### src/hdl/cmie_defines.vh
/*
 * Constants of the CPU module interrupt and error-status block:
 * register offsets, bit positions, field widths.
 * Assumes inclusion by bare name from the design files.
 */
`ifndef CMIE_DEFINES_VH
`define CMIE_DEFINES_VH

`define CMIE_AW            16
`define CMIE_DW            32
`define CMIE_OFF_EN0       16'h1100
`define CMIE_OFF_EN1       16'h1140
`define CMIE_OFF_SRC0      16'h1180
`define CMIE_OFF_SRC1      16'h11C0
`define CMIE_OFF_DERR      16'h1540
`define CMIE_OFF_MERR      16'h1580
`define CMIE_OFF_CTL       16'h1600

`define CMIE_EN_BITS       9
`define CMIE_EN_CTLP       8
`define CMIE_EN_HALT       7
`define CMIE_EN_TIMER      6
`define CMIE_EN_IP         5
`define CMIE_EN_L17        4
`define CMIE_EN_L16        3
`define CMIE_EN_L15        2
`define CMIE_EN_L14        1
`define CMIE_EN_UART       0

`define CMIE_SRC_HALT      28
`define CMIE_SRC_CTLP      27
`define CMIE_SRC_L17_LO    22
`define CMIE_SRC_L16_LO    17
`define CMIE_SRC_L15_LO    12
`define CMIE_SRC_L14_LO    7
`define CMIE_SRC_TIMER     6
`define CMIE_SRC_IP        5
`define CMIE_SRC_OR_LO     1
`define CMIE_SRC_UART      0

`define CMIE_NODES         5
`define CMIE_LEVELS        4

`define CMIE_DERR_GENERAL_BUS_TIMEOUT_FLAG     2
`define CMIE_DERR_CPE0     1
`define CMIE_DERR_A2D      0
`define CMIE_DERR_BITS     3

`define CMIE_MERR_RST      6
`define CMIE_MERR_CPE3     5
`define CMIE_MERR_CPE2     4
`define CMIE_MERR_CPE1     3
`define CMIE_MERR_D2M      2
`define CMIE_MERR_AP1      1
`define CMIE_MERR_AP0      0
`define CMIE_MERR_BITS     7

`define CMIE_CTL_FRIGN     0
`define CMIE_ZERO32        32'h00000000

`endif

### src/hdl/cmie_sticky.v
/*
 * Bank of sticky flags: hardware sets, software clears by writing one.
 * Assumes set pulses and clear strobe synchronous to ref_clk.
 */
`timescale 1ns/100ps
`default_nettype none

module cmie_sticky #(
   parameter N = 8
) (
   input  wire         ref_clk,  // system clock
   input  wire         rst_n,    // async reset
   input  wire [N-1:0] set,      // per-bit set events
   input  wire         clr_we,   // write strobe to this register
   input  wire [N-1:0] clr_data, // write data, ones clear
   output reg  [N-1:0] flags     // latched flags
);

   // Set wins over a same-cycle clear so no event is lost
   always @(posedge ref_clk or negedge rst_n) begin
      if (!rst_n) begin
         flags <= {N{1'b0}};
      end else begin
         flags <= (flags & ~({N{clr_we}} & clr_data)) | set;
      end
   end

endmodule

`default_nettype wire

### src/hdl/cmie_top.v
/*
 * CPU module interrupt and error-status logic: one enable and one
 * source register per CPU, two error registers, request lines to
 * both processor cores. Assumes all inputs synchronous to ref_clk
 * and a simple strobe register port, read data one cycle later.
 */
`timescale 1ns/100ps
`default_nettype none
`include "cmie_defines.vh"

module cmie_top (
   input  wire        ref_clk,          // 100 MHz system clock
   input  wire        rst_n,            // async reset, active low
   input  wire [15:0] reg_addr,         // register byte offset
   input  wire [31:0] reg_wdata,        // write data
   input  wire        reg_we,           // write strobe
   input  wire        reg_re,           // read strobe
   output reg  [31:0] reg_rdata,        // read data, cycle after strobe
   input  wire        gbus_read,        // Gbus read issued, pulse
   input  wire        gbus_ack,         // Gbus acknowledge, pulse
   input  wire [4:0]  node_l17,         // per-node level 17, nodes 8..4
   input  wire [4:0]  node_l16,         // per-node level 16
   input  wire [4:0]  node_l15,         // per-node level 15
   input  wire [4:0]  node_l14,         // per-node level 14
   input  wire        timer_irq,        // interval timer line, level
   input  wire        uart_irq,         // console UART line, level
   input  wire [1:0]  ip_set,           // interprocessor request per CPU
   input  wire        ctlp_halt,        // control-P halt from Gbus, pulse
   input  wire        secure,           // secure bit of misc register
   input  wire [1:0]  halt_write,       // halt bit written per CPU, pulse
   input  wire        node_reset_write, // node reset bit written, pulse
   input  wire        power_fail,       // power fail from module, level
   input  wire [4:0]  csr_valid,        // CSR-valid: gates 0..3, memgate 4
   input  wire [4:0]  dm_to_gate,       // self/data move to gate 0..3, mem 4
   input  wire [4:0]  csr_perr,         // raw CSR parity: gates 0..3, mem 4
   input  wire        addr_gate_csr_bus_driven,      // address gate drives its CSR bus
   input  wire        addr_gate_csr_bus_perr,        // raw parity on that bus
   input  wire [1:0]  apath_driven,     // address gate drives CPU path
   input  wire [1:0]  apath_perr,       // raw address path parity
   output reg  [3:0]  cpu0_irq,         // CPU0 levels 17..14 on 3..0
   output reg  [3:0]  cpu1_irq,         // CPU1 levels 17..14 on 3..0
   output reg  [1:0]  machine_check_request, // per CPU
   output reg  [1:0]  halt_request,     // per CPU
   output reg  [1:0]  power_fail_request, // per CPU
   output reg         bus_data_timeout, // bus data timeout pulse
   output reg         sys_fault         // system fault, level
);

   parameter GENERAL_BUS_TIMEOUT_FLAG_NS = 100000;          // Gbus timeout, ns
   parameter CLK_NS  = 10;              // ref_clk period, ns
   localparam GENERAL_BUS_TIMEOUT_FLAG_CYC = GENERAL_BUS_TIMEOUT_FLAG_NS / CLK_NS;

   // Register address decode for the write strobes; reads decode in the read mux
   function hit;
      input [15:0] a;
      input [15:0] off;
      begin
         hit = (a == off);
      end
   endfunction

   wire we_en0  = reg_we & hit(reg_addr, `CMIE_OFF_EN0);
   wire we_en1  = reg_we & hit(reg_addr, `CMIE_OFF_EN1);
   wire we_src0 = reg_we & hit(reg_addr, `CMIE_OFF_SRC0);
   wire we_src1 = reg_we & hit(reg_addr, `CMIE_OFF_SRC1);
   wire we_derr = reg_we & hit(reg_addr, `CMIE_OFF_DERR);
   wire we_merr = reg_we & hit(reg_addr, `CMIE_OFF_MERR);
   wire we_ctl  = reg_we & hit(reg_addr, `CMIE_OFF_CTL);

   reg [`CMIE_EN_BITS-1:0] en0;
   reg [`CMIE_EN_BITS-1:0] en1;
   reg                     force_ignore;

   // Enable registers per CPU, force-ignore diagnostic bit
   always @(posedge ref_clk or negedge rst_n) begin
      if (!rst_n) begin
         en0          <= 9'h000;
         en1          <= 9'h000;
         force_ignore <= 1'b0;
      end else begin
         if (we_en0) begin
            en0 <= reg_wdata[`CMIE_EN_BITS-1:0];
         end
         if (we_en1) begin
            en1 <= reg_wdata[`CMIE_EN_BITS-1:0];
         end
         if (we_ctl) begin
            force_ignore <= reg_wdata[`CMIE_CTL_FRIGN];
         end
      end
   end

   // Gbus timeout counter; a late ack after timeout is ignored
   reg [31:0] general_bus_timeout_flag_cnt;
   reg        general_bus_timeout_flag_busy;
   reg        general_bus_timeout_flag_hit;
   always @(posedge ref_clk or negedge rst_n) begin
      if (!rst_n) begin
         general_bus_timeout_flag_cnt  <= `CMIE_ZERO32;
         general_bus_timeout_flag_busy <= 1'b0;
         general_bus_timeout_flag_hit  <= 1'b0;
      end else begin
         general_bus_timeout_flag_hit <= 1'b0;
         if (gbus_read) begin
            general_bus_timeout_flag_busy <= 1'b1;
            general_bus_timeout_flag_cnt  <= `CMIE_ZERO32;
         end else if (general_bus_timeout_flag_busy) begin
            if (gbus_ack) begin
               general_bus_timeout_flag_busy <= 1'b0;
            end else if (general_bus_timeout_flag_cnt == GENERAL_BUS_TIMEOUT_FLAG_CYC - 1) begin
               general_bus_timeout_flag_busy <= 1'b0;
               general_bus_timeout_flag_hit  <= 1'b1;
            end else begin
               general_bus_timeout_flag_cnt <= general_bus_timeout_flag_cnt + 32'h00000001;
            end
         end
      end
   end

   // Qualified error events: parity counts only inside its window
   wire [`CMIE_DERR_BITS-1:0] derr_set;
   assign derr_set[`CMIE_DERR_GENERAL_BUS_TIMEOUT_FLAG] = general_bus_timeout_flag_hit;
   assign derr_set[`CMIE_DERR_CPE0] =
      csr_perr[0] & (csr_valid[0] | dm_to_gate[0]);
   assign derr_set[`CMIE_DERR_A2D] = addr_gate_csr_bus_perr & addr_gate_csr_bus_driven;

   wire [2:0] gate_perr = csr_perr[3:1] & (csr_valid[3:1] | dm_to_gate[3:1]);
   wire [`CMIE_MERR_BITS-1:0] merr_set;
   assign merr_set[`CMIE_MERR_RST] = node_reset_write;
   assign merr_set[`CMIE_MERR_CPE3:`CMIE_MERR_CPE1] = gate_perr;
   // Memory gate sits at index 4 of the qualifier vectors
   assign merr_set[`CMIE_MERR_D2M] = 1'b0;
   assign merr_set[`CMIE_MERR_AP1] = apath_perr[1] & apath_driven[1];
   assign merr_set[`CMIE_MERR_AP0] = apath_perr[0] & apath_driven[0];

   wire [`CMIE_DERR_BITS-1:0] derr;
   wire [`CMIE_MERR_BITS-1:0] merr;

   // Sticky error registers, write one to clear
   cmie_sticky #(.N(`CMIE_DERR_BITS)) u_derr (
      .ref_clk  (ref_clk),
      .rst_n    (rst_n),
      .set      (derr_set),
      .clr_we   (we_derr),
      .clr_data (reg_wdata[`CMIE_DERR_BITS-1:0]),
      .flags    (derr)
   );

   cmie_sticky #(.N(`CMIE_MERR_BITS)) u_merr (
      .ref_clk  (ref_clk),
      .rst_n    (rst_n),
      .set      (merr_set),
      .clr_we   (we_merr),
      .clr_data (reg_wdata[`CMIE_MERR_BITS-1:0]),
      .flags    (merr)
   );

   // Memory-gate CSR parity at bit 2 kept apart for its own qualifier
   reg d2m_flag;
   always @(posedge ref_clk or negedge rst_n) begin
      if (!rst_n) begin
         d2m_flag <= 1'b0;
      end else begin
         d2m_flag <= (d2m_flag & ~(we_merr & reg_wdata[`CMIE_MERR_D2M]))
                     | (csr_perr[4] & (csr_valid[4] | dm_to_gate[4]));
      end
   end

   wire [`CMIE_MERR_BITS-1:0] merr_view =
      merr | ({{(`CMIE_MERR_BITS-1){1'b0}}, d2m_flag} << `CMIE_MERR_D2M);

   // Latched per-CPU sources; set beats clear in the same cycle
   reg [1:0] timer_lat;
   reg [1:0] uart_lat;
   reg [1:0] ip_lat;
   reg [1:0] ctlp_lat;
   reg [1:0] halt_lat;
   reg       timer_d;
   reg       uart_d;
   wire      timer_rise = timer_irq & ~timer_d;
   wire      uart_rise  = uart_irq & ~uart_d;
   wire [1:0] we_src = {we_src1, we_src0};
   wire [1:0] en_halt = {en1[`CMIE_EN_HALT], en0[`CMIE_EN_HALT]};
   wire [1:0] en_ctlp = {en1[`CMIE_EN_CTLP], en0[`CMIE_EN_CTLP]};

   always @(posedge ref_clk or negedge rst_n) begin
      if (!rst_n) begin
         timer_d <= 1'b0;
         uart_d  <= 1'b0;
      end else begin
         timer_d <= timer_irq;
         uart_d  <= uart_irq;
      end
   end

   genvar c;
   generate
      for (c = 0; c < 2; c = c + 1) begin : g_cpu
         wire clr_tm = we_src[c] & reg_wdata[`CMIE_SRC_TIMER];
         wire clr_ua = we_src[c] & reg_wdata[`CMIE_SRC_UART];
         wire clr_ip = we_src[c] & reg_wdata[`CMIE_SRC_IP];
         wire clr_cp = we_src[c] & reg_wdata[`CMIE_SRC_CTLP];
         wire clr_hl = we_src[c] & reg_wdata[`CMIE_SRC_HALT];
         always @(posedge ref_clk or negedge rst_n) begin
            if (!rst_n) begin
               timer_lat[c] <= 1'b0;
               uart_lat[c]  <= 1'b0;
               ip_lat[c]    <= 1'b0;
               ctlp_lat[c]  <= 1'b0;
               halt_lat[c]  <= 1'b0;
            end else begin
               timer_lat[c] <= (timer_lat[c] & ~clr_tm) | timer_rise;
               uart_lat[c]  <= (uart_lat[c] & ~clr_ua) | uart_rise;
               ip_lat[c]    <= (ip_lat[c] & ~clr_ip) | ip_set[c];
               ctlp_lat[c]  <= (ctlp_lat[c] & ~clr_cp)
                               | (ctlp_halt & ~secure & en_ctlp[c]);
               // Halt report only with the enable set
               halt_lat[c]  <= (halt_lat[c] & ~clr_hl)
                               | (halt_write[c] & en_halt[c]);
            end
         end
      end
   endgenerate

   // Level summaries, OR of the per-node bits
   wire [3:0] lvl_any = {|node_l17, |node_l16, |node_l15, |node_l14};

   // Source register image for one CPU
   function [31:0] src_img;
      input hl;
      input cp;
      input tm;
      input ip;
      input ua;
      begin
         src_img = `CMIE_ZERO32;
         src_img[`CMIE_SRC_HALT] = hl;
         src_img[`CMIE_SRC_CTLP] = cp;
         src_img[`CMIE_SRC_L17_LO +: `CMIE_NODES] = node_l17;
         src_img[`CMIE_SRC_L16_LO +: `CMIE_NODES] = node_l16;
         src_img[`CMIE_SRC_L15_LO +: `CMIE_NODES] = node_l15;
         src_img[`CMIE_SRC_L14_LO +: `CMIE_NODES] = node_l14;
         src_img[`CMIE_SRC_TIMER] = tm;
         src_img[`CMIE_SRC_IP] = ip;
         src_img[`CMIE_SRC_OR_LO +: `CMIE_LEVELS] = lvl_any;
         src_img[`CMIE_SRC_UART] = ua;
      end
   endfunction

   wire [31:0] src0 = src_img(halt_lat[0], ctlp_lat[0], timer_lat[0],
                              ip_lat[0], uart_lat[0]);
   wire [31:0] src1 = src_img(halt_lat[1], ctlp_lat[1], timer_lat[1],
                              ip_lat[1], uart_lat[1]);

   // Request lines per CPU; timer, IP and UART share level 14 pin
   function [3:0] irq_map;
      input [8:0] en;
      input       tm;
      input       ip;
      input       ua;
      reg         low;
      begin
         low = (lvl_any[0] & en[`CMIE_EN_L14])
             | (ua & en[`CMIE_EN_UART])
             | (tm & en[`CMIE_EN_TIMER])
             | (ip & en[`CMIE_EN_IP]);
         irq_map = {lvl_any[3] & en[`CMIE_EN_L17],
                    lvl_any[2] & en[`CMIE_EN_L16],
                    lvl_any[1] & en[`CMIE_EN_L15], low};
      end
   endfunction

   wire fatal = derr[`CMIE_DERR_GENERAL_BUS_TIMEOUT_FLAG] | merr_view[`CMIE_MERR_AP1]
              | merr_view[`CMIE_MERR_AP0];
   wire mchk  = fatal | derr[`CMIE_DERR_CPE0] | derr[`CMIE_DERR_A2D]
              | merr_view[`CMIE_MERR_CPE3] | merr_view[`CMIE_MERR_CPE2]
              | merr_view[`CMIE_MERR_CPE1]
              | merr_view[`CMIE_MERR_D2M];

   // Processor pins registered
   always @(posedge ref_clk or negedge rst_n) begin
      if (!rst_n) begin
         cpu0_irq              <= 4'h0;
         cpu1_irq              <= 4'h0;
         machine_check_request <= 2'h0;
         halt_request          <= 2'h0;
         power_fail_request    <= 2'h0;
         bus_data_timeout      <= 1'b0;
         sys_fault             <= 1'b0;
      end else begin
         cpu0_irq <= irq_map(en0, timer_lat[0], ip_lat[0], uart_lat[0]);
         cpu1_irq <= irq_map(en1, timer_lat[1], ip_lat[1], uart_lat[1]);
         machine_check_request <= {mchk, mchk};
         halt_request <= halt_lat | ctlp_lat;
         power_fail_request <= {power_fail, power_fail};
         bus_data_timeout <= general_bus_timeout_flag_hit & ~force_ignore;
         sys_fault <= derr[`CMIE_DERR_GENERAL_BUS_TIMEOUT_FLAG] & ~force_ignore;
      end
   end

   // Read mux; unmapped addresses and reserved bits read zero
   reg [31:0] next_rdata;
   always @* begin
      next_rdata = `CMIE_ZERO32;
      case (reg_addr)
         `CMIE_OFF_EN0:  next_rdata[`CMIE_EN_BITS-1:0] = en0;
         `CMIE_OFF_EN1:  next_rdata[`CMIE_EN_BITS-1:0] = en1;
         `CMIE_OFF_SRC0: next_rdata = src0;
         `CMIE_OFF_SRC1: next_rdata = src1;
         `CMIE_OFF_DERR: next_rdata[`CMIE_DERR_BITS-1:0] = derr;
         `CMIE_OFF_MERR: next_rdata[`CMIE_MERR_BITS-1:0] = merr_view;
         `CMIE_OFF_CTL:  next_rdata[`CMIE_CTL_FRIGN] = force_ignore;
         default:        next_rdata = `CMIE_ZERO32;
      endcase
   end

   always @(posedge ref_clk or negedge rst_n) begin
      if (!rst_n) begin
         reg_rdata <= `CMIE_ZERO32;
      end else if (reg_re) begin
         reg_rdata <= next_rdata;
      end else begin
         reg_rdata <= `CMIE_ZERO32;
      end
   end

endmodule

`default_nettype wire

### config.mk
export PLATFORM = sky130hd
export DESIGN_NAME = cmie_top
export DESIGN_NICKNAME = d
export VERILOG_FILES = /design/src/hdl/cmie_sticky.v /design/src/hdl/cmie_top.v
export VERILOG_INCLUDE_DIRS = /design/src /design/src/hdl
export SDC_FILE = /design/constraint.sdc
export NUM_CORES = 1
export LEC_CHECK = 0
export BUFFER_PORTS_ARGS = -buffer_cell sky130_fd_sc_hd__clkbuf_2
export CAP_MARGIN = 20
export CORE_ASPECT_RATIO = 1.2
export CORE_MARGIN = 10
export CORE_UTILIZATION = 35
export CTS_BUF_LIST = sky130_fd_sc_hd__clkbuf_8
export CTS_CLUSTER_DIAMETER = 100
export CTS_CLUSTER_SIZE = 24
export DETAILED_ROUTE_END_ITERATION = 16
export PLACE_DENSITY = 0.67
export SYNTH_ARGS = -nofsm -noshare
export SYNTH_HDL_FRONTEND = slang
export SYNTH_SLANG_ARGS = --single-unit
### constraint.sdc
create_clock -name ref_clk -period 4.6 [get_ports ref_clk]
set_clock_uncertainty 0.15 [all_clocks]
set_input_delay 0.23 -clock ref_clk [delete_from_list [all_inputs] [get_ports ref_clk]]
set_output_delay 0.23 -clock ref_clk [all_outputs]
set_load 0.005 [all_outputs]
==> results of run 1 <==
-- report_power, final --
| group | switching [µW] | internal (µW) |
|---|---|---|
| combinational | 88.4 | 77.7 |
| clock | 465 | 491 |
| sequential | 2.86 | 1050 |
| total | 556 | 1620 |
-- cell type report --
cell class / count / area [µm²] / share of cell area
sequential: 119 / 2980 / 0.398
inverter: 7 / 26.3 / 0.00351
clock buffer: 17 / 234 / 0.0313
tap: 208 / 260 / 0.0348
timing repair buffer: 196 / 1340 / 0.179
multi-input combinational: 369 / 2480 / 0.331
clock inverter: 15 / 166 / 0.0223
-- flip-flops by register name (all words and copies together) (netlist names), 3 cells and up --
name                          cells
en0                               9
cpu0_irq                          4
u_merr.flags                      7
u_derr.flags                      3
cpu1_irq                          4
general_bus_timeout_flag_cnt     32
en1                               9
reg_rdata                        29
-- cells in the mapped netlist, types with 4 or more instances --
library cell  number
a211oi_1           5
a21oi_1           23
and2_1            20
and3_1             7
and4_1             5
buf_4              5
clkbuf_1          23
dfrtp_1          119
inv_1              7
mux2_2            26
mux2i_1            5
nand2_1           46
nand2b_1          12
nand3_1           21
nand4_1           15
nor2_1            30
nor2b_1           28
nor3_1             7
nor4_1            12
o21ai_0           10
o31ai_1           15
o41ai_1           12
or2_2              4
or4_1             15
xnor2_1            8
-- cell families after synthesis --
group,Yosys count,share of synthesized area
and+or+nand+nor,236,0.238
buffers and inverters,40,0.0327
AOI/OAI and AO/OA,86,0.110
adders and majority gates,1,0.00222
muxes,35,0.0749
xor gates and xnor gates,8,0.0124
other,1,0.000666
DFF,119,0.529
-- cells in the final DEF, fill, tap and decap left out, types with 15 or more instances in the layout --
cell	netlist	layout
dfrtp_1	119	119
clkbuf_8	0	17
nand4_1	15	15
nor2_1	30	30
nand3_1	21	21
or4_1	15	15
nand2_1	46	46
and2_1	20	20
nor2b_1	28	28
clkbuf_2	0	127
dlygate4sd3_1	0	65
o31ai_1	15	15
a21oi_1	23	23
mux2_2	26	26
-- worst max-delay path, delay by kind of cell (launching register included) --
kind / cells / cell delay (ns)
and+or+nand+nor: 2 / 0.87
AOI/OAI and AO/OA: 1 / 0.37
DFF: 1 / 0.49
muxes: 1 / 0.36
-- repair_timing --
action,in CTS,in global routing
setup endpoints to repair,0,0
hold buffers,65,0
endpoints found under the hold margin,161,0
-- path summary, 6_finish.rpt --
kind | start | end | slack [ns] | cells past startpoint
worst max-delay path | general_bus_timeout_flag_cnt[5] | general_bus_timeout_flag_cnt[19] | 2.24 | 4
worst min-delay path | csr_valid[0] | u_derr.flags[1] | 0.02 | 3
worst max register to register | general_bus_timeout_flag_cnt[5] | general_bus_timeout_flag_cnt[19] | 2.24 | 4
worst min register to register | general_bus_timeout_flag_hit | u_derr.flags[2] | 0.33 | 1
max in group asynchronous | rst_n | general_bus_timeout_flag_cnt[25] | 3.40 | 3
min in group asynchronous | rst_n | halt_request[0] | 0.11 | 2
-- per-stage QoR --
stage	std cells	total power [µW]
floorplan	528	1120
global placement	833	1190
detailed placement	833	1200
CTS	930	2190
global route	931	2270
finish	931	2170
-- per-layer routing --
| metal | part of all wire | routed length [µm] | vias up | global-route usage |
|---|---|---|---|---|
| li1 | - | - | 2286 | - |
| met1 | 0.41 | 6390 | 2299 | 0.172 |
| met2 | 0.49 | 7570 | 194 | 0.242 |
| met3 | 0.079 | 1230 | 29 | 0.0445 |
| met4 | 0.019 | 289 | 0 | 0.0466 |
| met5 | 0 | 0 | - | 0 |
==> flow_summary.json, run 1 <==
{
  "syn_area_um2": 5630,
  "numPortBuffers": 128,
  "clk_latency_ns": 0.44,
  "relSlewSlack": 0.435,
  "fmax_mhz": 424,
  "async_flop_share": 1.00,
  "cts_resized": 0,
  "drt_iter0_markers": 236,
  "row_count": 50,
  "place_hpwl_um": 10800,
  "via_per_inst": 5.16,
  "cts.sink_count": 119,
  "slowest_stage": "or4_4",
  "path_cells": "nand4_4, or4_4, a2111oi_2, mux2_1",
  "path_max_fanout": 19,
  "placed_area_um2": 6400,
  "fin_nets": 816,
  "antenna_found_initial": 0,
  "synth-seq-cells": 119,
  "outcome": "finished, final reports clean",
  "avgSynthCellArea_um2": 10.7,
  "routedWlPerCell_um": 16.6,
  "die_y_um": 159,
  "nFillCells": 1419,
  "dp_slack_ns": 1.91,
  "dr.pass1.iters": 7,
  "clockBufferDepth": 2,
  "core_um2": 15700,
  "area_growth_pct": 32.8,
  "critPathLaunchType": "flop",
  "ant_nets": 0,
  "cts_buffers": 17,
  "postLayoutCoreUtil": 0.476,
  "synth_top_area_share": 0.529,
  "final_area_um2": 7480,
  "hold_viol": 0,
  "ys_seq_area_frac": 0.529,
  "leakagePower_uw": 0.00339,
  "cp.arrival_ns": 2.54,
  "place.gp.congestion": 0.868,
  "end_kind": "flop",
  "pin_count": 153,
  "yosys_warnings": 0,
  "dieArea_um2": 21600,
  "overflow": 0,
  "synthFlopType": "dfrtp_1",
  "yosys.cell_types.count": 57,
  "min_period_ns": 2.36,
  "vdd_drop_max_uv": 158,
  "hold_class": "in -> reg",
  "path_class": "reg -> reg",
  "routed_wl_um": 15500,
  "clk_pin_slew_ns": 0.08,
  "drive_above_1_share": 0.284,
  "final_min_period_over_clock_period": 0.513,
  "setup_tns_ns": 0,
  "rsz0062_at_grt": "no",
  "slew_violations": 0,
  "grt_pass1_wl_um": 25900,
  "final-setup-viol-count": 0,
  "diodes": 0,
  "initial_utilization": 0.359,
  "cap_violations": 0,
  "synth_area_leaders": "dfrtp_1, mux2_2, nor2b_1",
  "tightest_slew_ns": 0.847,
  "setup_ws_ns": 2.24,
  "vias": 4808,
  "h-tree-depth": 4,
  "grt_max_degree": 90,
  "tritoncts": "built",
  "synth-edff-count": 0,
  "cp.required_ns": 4.78,
  "crit_path_max_incr_delay_ns": 0.69,
  "syn_inst": 526,
  "hold_slack_ns": 0.0158,
  "p_per_area_nw_per_um2": 291,
  "drc": 0,
  "grt_pass1_vias": 5042,
  "grt_util_all_layers": 0.145,
  "cts_root_buffer": "clkbuf_8",
  "synth_area_leader_cell": "dfrtp_1",
  "die_w_um": 136,
  "postCtsSetupBuffers": 0
}
No activity file was read; power rests on OpenSTA's default activity.
==> inputs of run 2 (changes only) <==
clock period = 2.2 ns   (was 4.6 ns; I/O delays follow)
==> run 2 against run 1 <==
Net effect: hold slack gained 0.033 ns; final cell count rose by 4.7%; clock power is 110% higher; sequential share of layout area shrank 2.1 points; die area unchanged; critical path depth grew 1; sequential power rose by 110%; routed wire length rose by 7.4%; non-clock buffer count up 45; fmax is 12% higher; count of clock-buffer cells in the layout did not move; critical path type unchanged; largest power group unchanged; highest routed layer unchanged.
==> flow_summary.json, run 2 (synthesis results as in run 1) <==
{
  "core_um2": 15700,
  "drc": 0,
  "outcome": "finished, final reports clean",
  "reg2reg_depth": 5,
  "path_class": "reg -> reg",
  "met3_usage": 0.0451,
  "multiInputGateArea_um2": 2500,
  "reg_top3": "general_bus_timeout_flag_cnt x32, reg_rdata x29",
  "whs_path_depth": 5,
  "finalPower_uw": 4620,
  "place_hpwl_um": 11600,
  "reg2reg_to": "general_bus_timeout_flag_cnt[31]",
  "path_buf_inv": 1,
  "final-setup-viol-count": 0,
  "cts_root_buffer": "clkbuf_8",
  "drive_above_1_share": 0.314,
  "cp.required_ns": 2.41,
  "dieArea_um2": 21600,
  "final_min_period_over_clock_period": 0.956,
  "ff_latch_area_um2": 2980,
  "grtUsageMet2": 0.263,
  "place.gp.congestion": 0.857,
  "crit_path_max_incr_delay_ns": 0.63,
  "largest_reg_flops": 32,
  "grt.met1_usage": 0.180,
  "cts_buffers": 17,
  "crit_family": "simple AND/OR/NAND/NOR gates",
  "diodes": 0,
  "grt_pass1_vias": 5436,
  "via_per_inst": 5.18,
  "grt_pass1_wl_um": 27600,
  "ant_nets": 0,
  "clockBufferDepth": 2,
  "drt_iter0_markers": 269,
  "pin_count": 153,
  "min_to": "reg_rdata[0]",
  "tritoncts": "built",
  "cts.sink_count": 119,
  "tightest_slew_ns": 0.853,
  "dr.pass1.iters": 4,
  "p_per_area_nw_per_um2": 585,
  "antenna_found_initial": 0,
  "vdd_drop_max_uv": 325,
  "critPathLaunchType": "flop",
  "end_kind": "flop",
  "grt_max_degree": 50,
  "final_common_cell": "clkbuf_2",
  "slew_violations": 0,
  "slowest_stage": "or4_4",
  "grt_util_all_layers": 0.156,
  "row_count": 50,
  "overflow": 0,
  "die_y_um": 159,
  "routed_wl_um": 16600,
  "area_growth_pct": 40.4,
  "leakagePower_uw": 0.00363,
  "hold_class": "in -> reg",
  "rr_startpoint": "general_bus_timeout_flag_cnt[7]",
  "vias": 5046,
  "nFillCells": 1377,
  "numPortBuffers": 128,
  "path_cells": "nand4_4, or4_4, buf_6, or4_1, a21oi_1",
  "fin_nets": 861,
  "relSlewSlack": 0.431,
  "r2r_setup_slack_ns": 0.1,
  "initial_utilization": 0.359,
  "top_register": "general_bus_timeout_flag_cnt",
  "crit_cells": 5,
  "hold_viol": 0,
  "clk_pin_slew_ns": 0.08,
  "rsz0062_at_grt": "no",
  "cap_violations": 0,
  "min_period_ns": 2.10,
  "setup_tns_ns": 0,
  "most-common-layout-cells": "clkbuf_2, dfrtp_1, dlygate4sd3_1",
  "clk_latency_ns": 0.44,
  "path_max_fanout": 10,
  "fmax_mhz": 476,
  "routedWlPerCell_um": 17.0,
  "h-tree-depth": 4,
  "die_w_um": 136,
  "grt_busiest_layer": "met2",
  "hp-start": "reg_addr[15]",
  "cp.arrival_ns": 2.31
}
-- run 2: cell count changes in the layout (fill, tap and decap cells not counted), moves of 2 or more --
cell,previous run,this run
inv_6,5,2
nor4b_1,3,1
clkinvlp_4,3,0
nor4b_2,0,2
buf_4,3,31
dlygate4sd3_1,65,79
buf_12,0,3
clkinv_4,4,6
clkinv_2,1,3
-- run 2: worst max path at each step --
| stage | from | to | slack, ns |
|---|---|---|---|
| after floorplan | general_bus_timeout_flag_cnt[5] | general_bus_timeout_flag_cnt[19] | 0.02 |
| after global placement | general_bus_timeout_flag_cnt[15] | general_bus_timeout_flag_cnt[27] | 0.1 |
| after detailed placement | general_bus_timeout_flag_cnt[8] | general_bus_timeout_flag_cnt[31] | 0.04 |
| after CTS | general_bus_timeout_flag_cnt[12] | general_bus_timeout_flag_busy | 0.04 |
| after global routing | general_bus_timeout_flag_cnt[7] | general_bus_timeout_flag_cnt[25] | 0.01 |
| final | general_bus_timeout_flag_cnt[7] | general_bus_timeout_flag_cnt[31] | 0.1 |
-- run 2: report_power, final --
part	internal, µW	switching, µW
combinational	184	191
sequential	2190	5.74
clock	1120	926
-- run 2: final cells by class --
cell class              instances  area share
well taps                     208      0.0329
inverters                       7     0.00332
clock inverters                14      0.0222
flip-flops and latches        119       0.377
clock buffers                  17      0.0296
repair buffers                241       0.219
multi-input cells             369       0.316
-- run 2: tightest hold or removal path, stage by stage --
cell and delay, ns:
clkbuf_2 0.08, nor3_1 0.07, nand4_1 0.13, or3_1 0.12, a31oi_1 0.08
-- run 2: timing repair --
| action | 4_1_cts | 5_1_grt |
|---|---|---|
| setup endpoints to repair | 0 | 12 |
| gates resized for setup | 0 | 7 |
| hold buffers | 80 | 0 |
| endpoints found under the hold margin | 199 | 0 |
| buffers inserted | 0 | 1 |
-- run 2: metal layers --
metal | up-vias | share of wire
li1 | 2377 | -
met2 | 176 | 0.51
met5 | - | 0
met4 | 0 | 0.018
met1 | 2463 | 0.39
met3 | 30 | 0.076
-- run 2: stage by stage --
step / hold slack [ns] / utilization / area [µm²] / std cells / setup slack, ns
after floorplan: -0.336 / - / 5640 / 528 / 0.0225
after global placement: -0.0541 / 0.424 / 6650 / 863 / 0.0969
after detailed placement: -0.0485 / 0.424 / 6650 / 863 / 0.0418
after CTS: 0.00684 / 0.501 / 7870 / 974 / 0.0362
after global routing: 0.0668 / 0.503 / 7910 / 975 / 0.0122
final: 0.0492 / 0.503 / 7910 / 975 / 0.0971
==> inputs of run 3 (changes only) <==
ABC_AREA = 1   (was default)
==> run 3 against run 2 <==
Net effect: critical path depth increased by 4; clock power decreased by 3%; flip-flop and latch count unchanged; register-to-register slack improved by 0.13 ns; cell area increased by 3.0%; final cell count increased by 26%; area after synthesis increased by 6.2%; first-iteration DRC count increased by 30%; highest routed layer unchanged.
==> flow_summary.json, run 3 <==
{
  "leakagePower_uw": 0.00405,
  "synthFlopType": "dfrtp_1",
  "routed_wl_um": 18400,
  "final-setup-viol-count": 0,
  "end_kind": "flop",
  "path_max_fanout": 5,
  "critPathLaunchType": "input port",
  "final_common_cell": "nand2_1",
  "most-common-layout-cells": "nand2_1, clkbuf_2, dfrtp_1",
  "reg_top3": "general_bus_timeout_flag_cnt x32, reg_rdata x29",
  "postCtsSetupBuffers": 0,
  "relSlewSlack": 0.573,
  "tritoncts": "built",
  "tightest_slew_ns": 0.641,
  "drive_above_1_share": 0.213,
  "synth.most_common_cell": "nand2_1",
  "met3_usage": 0.0447,
  "startpoint": "reg_addr[10]",
  "crit_path_max_incr_delay_ns": 0.61,
  "fin_nets": 1103,
  "row_count": 52,
  "grtUsageMet2": 0.285,
  "grt_util_all_layers": 0.160,
  "setup_tns_ns": 0,
  "die_y_um": 163,
  "synth-seq-cells": 119,
  "slowest_stage": "dlygate4sd3_1",
  "synth_top_area_share": 0.498,
  "cap_violations": 0,
  "min_period_ns": 2.08,
  "place_hpwl_um": 13100,
  "die_w_um": 139,
  "synth-edff-count": 0,
  "largest_reg_flops": 32,
  "area_growth_pct": 36.2,
  "path_cells": "clkbuf_2, inv_1, nand2_1, dlygate4sd3_1, nor4_4, nand2_2, o21ai_0, nand2_1, dlygate4sd3_1",
  "grt_pass1_vias": 6047,
  "ys_seq_area_frac": 0.498,
  "top_register": "general_bus_timeout_flag_cnt",
  "synth_common_cells": "nand2_1, dfrtp_1, inv_1, nor2_1, nand3_1",
  "numPortBuffers": 128,
  "cts.sink_count": 119,
  "rsz0062_at_grt": "no",
  "h-tree-depth": 4,
  "dr.pass1.iters": 5,
  "syn_area_um2": 5980,
  "core_um2": 16900,
  "initial_utilization": 0.355,
  "vdd_drop_max_uv": 268,
  "p_per_area_nw_per_um2": 558,
  "yosys.cell_types.count": 31,
  "synth_area_leaders": "dfrtp_1, nand2_1, inv_1",
  "placed_area_um2": 6900,
  "drt_iter0_markers": 351,
  "fmax_mhz": 480,
  "place.gp.congestion": 0.926,
  "clk_latency_ns": 0.44,
  "rr_startpoint": "general_bus_timeout_flag_cnt[0]",
  "syn_inst": 768,
  "hold_class": "in -> async",
  "ant_nets": 0,
  "routedWlPerCell_um": 15.0,
  "clk_pin_slew_ns": 0.08,
  "diodes": 0,
  "grt_busiest_layer": "met2",
  "grt.met1_usage": 0.176,
  "cts_buffers": 17,
  "path_buf_inv": 4,
  "slew_violations": 0,
  "cts_root_buffer": "clkbuf_8",
  "path_class": "in -> reg",
  "drc": 0,
  "overflow": 0,
  "clockBufferDepth": 2,
  "vias": 5878,
  "via_per_inst": 4.80,
  "hold_viol": 0,
  "pin_count": 153,
  "dieArea_um2": 22700,
  "grt_max_degree": 44,
  "cp.required_ns": 2.37,
  "crit_family": "buffers and inverters",
  "cp.arrival_ns": 2.26,
  "final_area_um2": 8140,
  "final_min_period_over_clock_period": 0.946,
  "async_flop_share": 1.00,
  "avgSynthCellArea_um2": 7.79,
  "grt_pass1_wl_um": 29900,
  "yosys_warnings": 0,
  "synth_area_leader_cell": "dfrtp_1",
  "outcome": "finished, final reports clean",
  "antenna_found_initial": 0
}
-- run 3: cell types whose count changed in the layout (fill, tap and decap cells not counted), moves of 22 or more --
cell / previous run / this run
nand2_1: 46 / 225
inv_1: 7 / 93
nor2_1: 30 / 78
nand3_1: 20 / 60
nor2b_1: 28 / 0
mux2_2: 26 / 0
o21ai_1: 0 / 22
-- run 3: routing by layer --
layer / vias up / routed length, µm
met5: - / 0
met4: 0 / 407
met3: 30 / 1170
met2: 189 / 9090
met1: 2752 / 7710
li1: 2907 / -
-- run 3: logic make-up after synthesis --
group,after synthesis,share of synthesized area
buffers and inverters,118,0.0845
AND/OR/NAND/NOR,450,0.335
adder cells (fa/ha/maj),1,0.00209
AO/OA/AOI/OAI,68,0.0634
flip-flops,119,0.498
other,1,0.000627
XOR/XNOR,11,0.0161
-- run 3: what timing repair did --
item	CTS	global route
endpoints found under the hold margin	201	0
gates resized for setup	0	3
hold buffers	84	0
endpoints found under the setup margin	0	16
-- run 3: final timing paths --
| path | slack, ns | cells after the start | endpoint |
|---|---|---|---|
| max reg2reg | 0.23 | 10 | general_bus_timeout_flag_cnt[10] |
| max | 0.12 | 9 | ip_lat[0] |
| min | 0.04 | 2 | halt_lat[0] |
| min in group ref_clk | 0.04 | 6 | force_ignore |
| max in group asynchronous | 1.19 | 3 | general_bus_timeout_flag_cnt[28] |
| min reg2reg | 0.33 | 1 | sys_fault |
-- run 3: layout make-up --
class	instances	area, µm²
fillers	1582	8710
multi-input cells	533	2520
repair buffers	229	1620
flip-flops and latches	119	2980
inverters	97	365
clock inverters	14	153
well taps	216	270
clock buffers	17	234
-- run 3: report_power, final --
group | switching (µW) | internal (µW)
registers | 4.36 | 2190
clock network | 981 | 1010
logic | 194 | 166
-- run 3: per-stage QoR --
stage	total power, µW	util	std cells	setup WS (ns)	hold WS (ns)
detailed placement	2500	0.410	1110	0.0230	-0.0204
floorplan	2340	-	770	0.513	-0.336
finish	4550	0.483	1225	0.118	0.0353
CTS	4600	0.482	1225	0.00143	0.0110
global route	4720	0.483	1225	0.0352	0.0690
global placement	2500	0.410	1110	0.0525	-0.0264
